### config.mk
export PLATFORM = sky130hd
export DESIGN_NAME = tkac_control
export DESIGN_NICKNAME = d
export VERILOG_FILES = /design/src/tkac_control.v
export VERILOG_INCLUDE_DIRS = /design/src /design/src/src
export SDC_FILE = /design/constraint.sdc
export NUM_CORES = 1
export LEC_CHECK = 0
export BUFFER_PORTS_ARGS = -buffer_cell sky130_fd_sc_hd__buf_2
export CAP_MARGIN = 20
export CORE_MARGIN = 1
export CORE_UTILIZATION = 57
export DETAILED_ROUTE_END_ITERATION = 16
export GPL_ROUTABILITY_DRIVEN = 0
export GPL_TIMING_DRIVEN = 0
export PLACE_DENSITY = 0.8
export SYNTH_ARGS = -nofsm -noshare
export SYNTH_HDL_FRONTEND = slang
export SYNTH_SLANG_ARGS = --single-unit
### constraint.sdc
create_clock -name clk -period 3.1 [get_ports clk]
set_input_delay 0.62 -clock clk [delete_from_list [all_inputs] [get_ports clk]]
set_output_delay 0.62 -clock clk [all_outputs]
set_load 0.03 [all_outputs]
### src/tkac_regs.vh
`ifndef TKAC_REGS_VH
`define TKAC_REGS_VH
// register offsets on the sfr port
`define TKAC_OFS_TOUCH_CTRL   8'had
`define TKAC_OFS_ADC_CFG      8'hae
`define TKAC_OFS_P0_AEN       8'haf
`define TKAC_OFS_P3_DATA      8'hb0
`define TKAC_OFS_TOUCH_HIGH   8'haa
`define TKAC_OFS_TOUCH_LOW    8'hac
`define TKAC_OFS_TOUCH_START  8'hc0
`define TKAC_OFS_IRQ_STATUS   8'hc1
`define TKAC_OFS_IRQ_MASK     8'hc2
// field positions
`define TKAC_BIT_PD           7
`define TKAC_BIT_DONE         6
`define TKAC_BIT_SLOW         5
`define TKAC_BIT_BG_FORCE     1
// reset values
`define TKAC_RST_TOUCH_CTRL   8'hc4
`define TKAC_RST_ADC_CFG      8'hf0
`define TKAC_RST_P0_AEN       8'h00
`define TKAC_RST_P3_DATA      8'hff
// touch conversion timing
`define TKAC_CONV_BASE        16'h0010
// adc channel codes
`define TKAC_CH_BANDGAP       4'hb
`endif

### src/tkac_control.v
// Summary of operation
// - power-down bit 7 resets 1, disables touch
// - done flag bit 6 read-only, resets 1
// - slow bit selects touch clock divide by two
// - two-bit voltage select, resets zero
// - three-bit conversion time, resets 100
// - four-bit adc channel select, resets 1111
// - bandgap force keeps generator on except stop
// - port0 analog enables for three pins
// - port3 data register resets to ones
// - twelve-bit touch count, high and low
//
// Our own choice: the strobed register port.
`timescale 1ns/1ns
`include "tkac_regs.vh"
module tkac_control #(
    parameter CNT_W = 12
) (
    input  wire             clk,
    input  wire             rst,
    input  wire             ce,
    input  wire [7:0]       addr,
    input  wire [7:0]       wdata,
    input  wire             wr,
    input  wire             rd,
    output reg  [7:0]       rdata,
    input  wire             sleep_idle,
    input  wire             sleep_stop,
    input  wire             adc_busy,
    output reg              touch_sense_power_down,
    output reg              touch_clock_slow,
    output reg  [1:0]       touch_volt_select,
    output reg  [2:0]       touch_conv_time,
    output reg  [3:0]       adc_channel_select,
    output reg  [1:0]       adc_ref_select,
    output reg              bandgap_force_on,
    output reg              bandgap_enable,
    output reg  [2:0]       port0_analog_input_enable,
    output reg  [7:0]       port3_data,
    output reg              touch_conv_done,
    output reg              touch_clk_en,
    output reg              ref_invalid,
    output reg              irq
);
    // touch conversion state, one-hot
    localparam ST_IDLE = 2'b01;
    localparam ST_RUN  = 2'b10;

    reg [1:0]       state;
    reg [CNT_W-1:0] touch_count;
    reg [15:0]      run_left;
    reg             div_phase;
    reg [1:0]       irq_status;
    reg [1:0]       irq_mask;
    wire [7:0]      ctrl_rd;
    wire            start;
    wire            finish;
    wire [1:0]      events;

    // conversion length grows with the time field
    function [15:0] conv_len;
        input [2:0] t;
        begin
            conv_len = `TKAC_CONV_BASE << t;
        end
    endfunction

    assign ctrl_rd = {touch_sense_power_down, touch_conv_done, touch_clock_slow,
                      touch_volt_select, touch_conv_time};
    assign start   = wr && addr == `TKAC_OFS_TOUCH_START && !touch_sense_power_down
                     && state == ST_IDLE;
    assign finish  = state == ST_RUN && run_left == 16'h0000 && touch_clk_en;
    // event 0 touch done, event 1 bandgap with non-supply reference
    assign events  = {adc_channel_select == `TKAC_CH_BANDGAP && adc_ref_select != 2'b00,
                      finish};

    // reset images split into fields, so one header value drives them
    localparam [7:0] RST_CTRL = `TKAC_RST_TOUCH_CTRL;
    localparam [7:0] RST_ADC  = `TKAC_RST_ADC_CFG;
    localparam [7:0] RST_P0   = `TKAC_RST_P0_AEN;

    // per-register write strobes
    wire            wr_ctrl;
    wire            wr_adc;
    wire            wr_p0;
    wire            wr_p3;
    wire            wr_mask;
    wire            wr_status;
    wire [1:0]      clear_bits;
    reg  [7:0]      next_rdata;

    // address match, shared by the per-register write strobe decodes
    function hit;
        input [7:0] a;
        input [7:0] ofs;
        begin
            hit = a == ofs;
        end
    endfunction

    // write decode; reads decode separately below
    assign wr_ctrl    = wr && hit(addr, `TKAC_OFS_TOUCH_CTRL);
    assign wr_adc     = wr && hit(addr, `TKAC_OFS_ADC_CFG);
    assign wr_p0      = wr && hit(addr, `TKAC_OFS_P0_AEN);
    assign wr_p3      = wr && hit(addr, `TKAC_OFS_P3_DATA);
    assign wr_mask    = wr && hit(addr, `TKAC_OFS_IRQ_MASK);
    assign wr_status  = wr && hit(addr, `TKAC_OFS_IRQ_STATUS);
    // write-one-to-clear pattern for the sticky status
    assign clear_bits = wr_status ? wdata[1:0] : 2'b00;

    // touch control register; done bit 6 is never written
    always @(posedge clk or posedge rst)
    begin
        if (rst)
        begin
            touch_sense_power_down <= RST_CTRL[`TKAC_BIT_PD];
            touch_clock_slow       <= RST_CTRL[`TKAC_BIT_SLOW];
            touch_volt_select      <= RST_CTRL[4:3];
            touch_conv_time        <= RST_CTRL[2:0];
        end
        else if (ce)
        begin
            if (wr_ctrl)
            begin
                touch_sense_power_down <= wdata[`TKAC_BIT_PD];
                touch_clock_slow       <= wdata[`TKAC_BIT_SLOW];
                touch_volt_select      <= wdata[4:3];
                touch_conv_time        <= wdata[2:0];
            end
        end
    end

    // adc channel and reference configuration
    always @(posedge clk or posedge rst)
    begin
        if (rst)
        begin
            adc_channel_select <= RST_ADC[7:4];
            adc_ref_select     <= RST_ADC[3:2];
            bandgap_force_on   <= RST_ADC[`TKAC_BIT_BG_FORCE];
        end
        else if (ce)
        begin
            if (wr_adc)
            begin
                adc_channel_select <= wdata[7:4];
                // any code is taken; misuse is only flagged, not blocked
                adc_ref_select     <= wdata[3:2];
                bandgap_force_on   <= wdata[`TKAC_BIT_BG_FORCE];
            end
        end
    end

    // port enables and port3 latch
    always @(posedge clk or posedge rst)
    begin
        if (rst)
        begin
            port0_analog_input_enable <= RST_P0[7:5];
            port3_data                <= `TKAC_RST_P3_DATA;
        end
        else if (ce)
        begin
            if (wr_p0)
            begin
                port0_analog_input_enable <= wdata[7:5];
            end
            if (wr_p3)
            begin
                port3_data <= wdata;
            end
        end
    end

    // slow mode gives every other tick to the touch engine
    always @(posedge clk or posedge rst)
    begin
        if (rst)
        begin
            div_phase    <= 1'b0;
            touch_clk_en <= 1'b0;
        end
        else if (ce)
        begin
            div_phase    <= ~div_phase;
            touch_clk_en <= touch_clock_slow ? div_phase : 1'b1;
        end
    end

    // touch conversion sequencer
    always @(posedge clk or posedge rst)
    begin
        if (rst)
        begin
            state           <= ST_IDLE;
            touch_conv_done <= RST_CTRL[`TKAC_BIT_DONE];
            touch_count     <= {CNT_W{1'b0}};
            run_left        <= 16'h0000;
        end
        else if (ce)
        begin
            case (state)
                ST_IDLE:
                begin
                    if (start)
                    begin
                        state           <= ST_RUN;
                        touch_conv_done <= 1'b0;
                        touch_count     <= {CNT_W{1'b0}};
                        run_left        <= conv_len(touch_conv_time);
                    end
                end
                ST_RUN:
                begin
                    if (touch_sense_power_down)
                    begin
                        // power-down aborts, flag returns to finished
                        state           <= ST_IDLE;
                        touch_conv_done <= 1'b1;
                    end
                    else if (finish)
                    begin
                        state           <= ST_IDLE;
                        touch_conv_done <= 1'b1;
                    end
                    else if (touch_clk_en)
                    begin
                        run_left    <= run_left - 16'h0001;
                        touch_count <= touch_count + {{(CNT_W-1){1'b0}}, 1'b1};
                    end
                end
                default: state <= ST_IDLE;
            endcase
        end
    end

    // sticky status and mask; irq lags status by one cycle
    always @(posedge clk or posedge rst)
    begin
        if (rst)
        begin
            irq_status <= 2'b00;
            irq_mask   <= 2'b00;
            irq        <= 1'b0;
        end
        else if (ce)
        begin
            if (wr_mask)
            begin
                irq_mask <= wdata[1:0];
            end
            // set wins, so an event in the clear cycle is not lost
            irq_status <= (irq_status & ~clear_bits) | events;
            irq        <= |(irq_status & irq_mask);
        end
    end

    // auto mode follows converter activity; force holds on outside stop
    always @(posedge clk or posedge rst)
    begin
        if (rst)
        begin
            bandgap_enable <= 1'b0;
            ref_invalid    <= 1'b0;
        end
        else if (ce)
        begin
            bandgap_enable <= !sleep_stop && (bandgap_force_on
                              || (!sleep_idle && adc_busy
                                  && adc_channel_select == `TKAC_CH_BANDGAP));
            ref_invalid    <= events[1];
        end
    end

    // read mux; unmapped addresses and idle cycles read zero
    always @*
    begin
        next_rdata = 8'h00;
        if (rd)
        begin
            case (addr)
                `TKAC_OFS_TOUCH_CTRL:  next_rdata = ctrl_rd;
                `TKAC_OFS_ADC_CFG:     next_rdata = {adc_channel_select, adc_ref_select, bandgap_force_on, 1'b0};
                `TKAC_OFS_P0_AEN:      next_rdata = {port0_analog_input_enable, 5'b00000};
                `TKAC_OFS_P3_DATA:     next_rdata = port3_data;
                `TKAC_OFS_TOUCH_HIGH:  next_rdata = {4'h0, touch_count[11:8]};
                `TKAC_OFS_TOUCH_LOW:   next_rdata = touch_count[7:0];
                `TKAC_OFS_IRQ_STATUS:  next_rdata = {6'b000000, irq_status};
                `TKAC_OFS_IRQ_MASK:    next_rdata = {6'b000000, irq_mask};
                default:               next_rdata = 8'h00;
            endcase
        end
    end

    // read data stands only in the cycle after the strobe
    always @(posedge clk or posedge rst)
    begin
        if (rst)
        begin
            rdata <= 8'h00;
        end
        else if (ce)
        begin
            rdata <= next_rdata;
        end
    end
endmodule // tkac_control

==> results.md <==
- Starting Density: 0.592
- Clock latency on the worst-skew pair: 0.36 ns
- Placed cell areas: around 4400 sq um
- Die area: around 7400 sq um
- Status: complete, no violations
- Worst EP arrival: around 2.5 ns
- Top-Level Pins: between 60 and 70
- Max-slew violations: 0
- RSZ-0062 raised after global routing: no
- Max IR drop VDD: approximately 0.51 mV
- Wire per inst: about 19 um
- Grt total ovfl: 0
- Initial DRC Count: 331
- FF+latch count, synth: between 70 and 80
- Leakage: around 2.0 nW
- Worst reg2reg endpoint: run_left[12]
- Crit path max-delay family: compound AO/OA/AOI/OAI gates
- TritonCTS clock tree: built
- Crit start category: primary input
- Layout area overhead: 15.1%
- Top FF cell, synth: dfrtp_1
- Final hold viol count: 0
- Initial antenna violation count: 0
- Async set or reset register ratio after synthesis: 1.00
- Die Y: approximately 86 um
- Fmax: about 0.43 GHz
- Layout cells sized above 1: 0.339
- Crit path time final: 2.31 ns
- Clock Tree Buf Depth: 2
- Largest net degree at the start of global routing: 74
- # rows: 30
- Core Region: ~6800 sq um
- Vias: between 3000 and 4000
- Vias per inst: 6.30
- Syn Area/Cell: between 10 and 15 sq um
- Worst setup path start: addr[4]
- Largest cells by area after synthesis: dfrtp_1, dfstp_2, mux2_2
- Max cap viols: 0
- Skew final: ~0.0082 ns
- Design area: between 4000 and 5000 sq um
- Finish-stage setup viols: 0
- ANT nets after route: 0
- Port bufs: 60
- Top-count cell post-synth: dfrtp_1
- CP max stage delay: 0.62 ns
- Area share of the largest cell type after synthesis: 0.355
- Post-CTS Hold Buffers: 0
- CTS root buffer: clkbuf_8
- Rel. slew slack: 0.414
- HP Class: in -> async
- CTS clk-pin slew, worst paths: ~0.09 ns
- Worst endpoint required time: 3.30 ns
- Tot Pwr: slightly above 3 mW
- DP HPWL: 7540 um
- Yosys top cell by area: dfrtp_1
- DR pass1 iterations: 5
- Setup slack, reg-to-reg: ~0.81 ns
- Total Wirelength: around 10000 um
- Pwr dens: 667 nW/um^2
- Crit path kind: in -> reg
- Die width: between 80 and 90 um
- Post_cts resized: 0
- CTS H-Tree Depth: 3
- Synth top cells by count: dfrtp_1, mux2_2, nor2_1, o31ai_1, nand2_1
- Count of cell types in the netlist: 59
- FF-to-FF Start: run_left[12]
- Total global-route track usage: 0.299
- Slew at the pin with the worst max-slew slack: 0.878 ns
- CP Buf/Inv Count: 2
- Post-CTS Repair Setup Buffers: 0
- Clock Sinks: 73
- YS warnings: 0
- Period utilisation layout: 0.744
- Seq/Total Area, Yosys: 0.459
- CP max FO: 9
- Reg2Reg Depth: 7
- Mapped Area: 4020 sq um
- Critical path, cell by cell: buf_2 > nor4bb_1 > and3_1 > clkbuf_1 > or3_1 > o311ai_2 > o22ai_1
- Net Count, Synth: roughly 410
- Vias in the first global route: 3378
- Endpoint type of the worst setup path: flip-flop
- Post-synth EDFFs: 0
- First-pass GRT wire length: roughly 17000 um
- CP max stage cell: o311ai_2
- ANT cells: 0
- Cells after synthesis: around 380
- Nets: between 400 and 500
- CTS Buf Count: 9
- Post-route DRC: 0
## per-stage QoR
| stage | instances | setup WS, ns | TNS, ns | util | hold slack, ns |
|---|---|---|---|---|---|
| global placement | 537 | -0.193 | -10.79 | 0.654 | 0.452 |
| finish | 553 | 0.795 | 0 | 0.681 | 0.439 |
| detailed placement | 537 | 0.459 | 0 | 0.654 | 0.459 |
| floorplan | 381 | 0.653 | 0 | - | 0.438 |
| global route | 553 | 0.600 | 0 | 0.681 | 0.497 |
| CTS | 553 | 0.823 | 0 | 0.681 | 0.475 |
## sequential cells by signal, summed over array words and instances (netlist names), 2 cells and up
signal                     flops
port0_analog_input_enable      3
touch_count                   12
adc_channel_select             4
run_left                      16
touch_volt_select              2
port3_data                     8
irq_status                     2
adc_ref_select                 2
state                          2
irq_mask                       2
touch_conv_time                3
rdata                          8
## layout by cell type, fill, tap and decap left out, types with 4 or more instances in the layout
master	synthesis	layout
a21oi_1	9	9
a22oi_1	7	7
a31oi_1	9	9
and3_1	5	5
buf_1	4	4
buf_2	8	68
clkbuf_1	8	8
clkbuf_8	0	9
dfrtp_1	57	57
dfstp_2	16	16
inv_1	17	16
inv_6	0	5
mux2_2	28	28
mux2i_1	5	5
nand2_1	23	23
nand2b_1	7	7
nand3_1	6	6
nand4_1	5	5
nor2_1	28	28
nor3_1	8	8
nor4_1	5	5
o21ai_1	17	17
o22ai_1	10	10
o31ai_1	28	28
o31ai_2	5	5
## how the worst max path moves through the flow
| stage | endpoint | slack [ns] | cells after the start |
|---|---|---|---|
| after CTS | run_left[12] | 0.82 | 7 |
| after floorplan | adc_ref_select[0] | 0.65 | 1 |
| after detailed placement | rdata[5] | 0.46 | 7 |
| after global routing | touch_count[2] | 0.60 | 7 |
| final | rdata[5] | 0.79 | 7 |
| after global placement | touch_count[6] | -0.19 | 2 |
## logic make-up after synthesis
| kind of cell | after synthesis | synth area share |
|---|---|---|
| buf+inv | 40 | 0.0436 |
| mux | 36 | 0.108 |
| compound gates | 109 | 0.202 |
| flops | 73 | 0.459 |
| simple gates | 119 | 0.176 |
| fa+ha+maj | 3 | 0.00934 |
| xor+xnor | 1 | 0.00218 |
## power by group
| part | internal, mW | switching (mW) |
|---|---|---|
| registers | 1.11 | 0.184 |
| clock network | 0.304 | 0.410 |
| logic | 0.400 | 0.680 |
## routing by layer
metal / wire length, um / global-route usage / vias up
met5: 0 / 0 / -
met1: 4370 / 0.398 / 1689
met2: 4990 / 0.475 / 170
li1: - / - / 1598
met4: 295 / 0.141 / 0
met3: 732 / 0.0529 / 26
## cell type report
type,instances,area (sq um)
timing repair buffer,60,300
inverter,17,66.3
fill,518,2170
multi-input combinational,268,2000
sequential,73,1850
tap,96,120
clock inverter,7,58.8
buffer,23,111
clock buffer,9,124
Power figures use the tool's default switching activity.
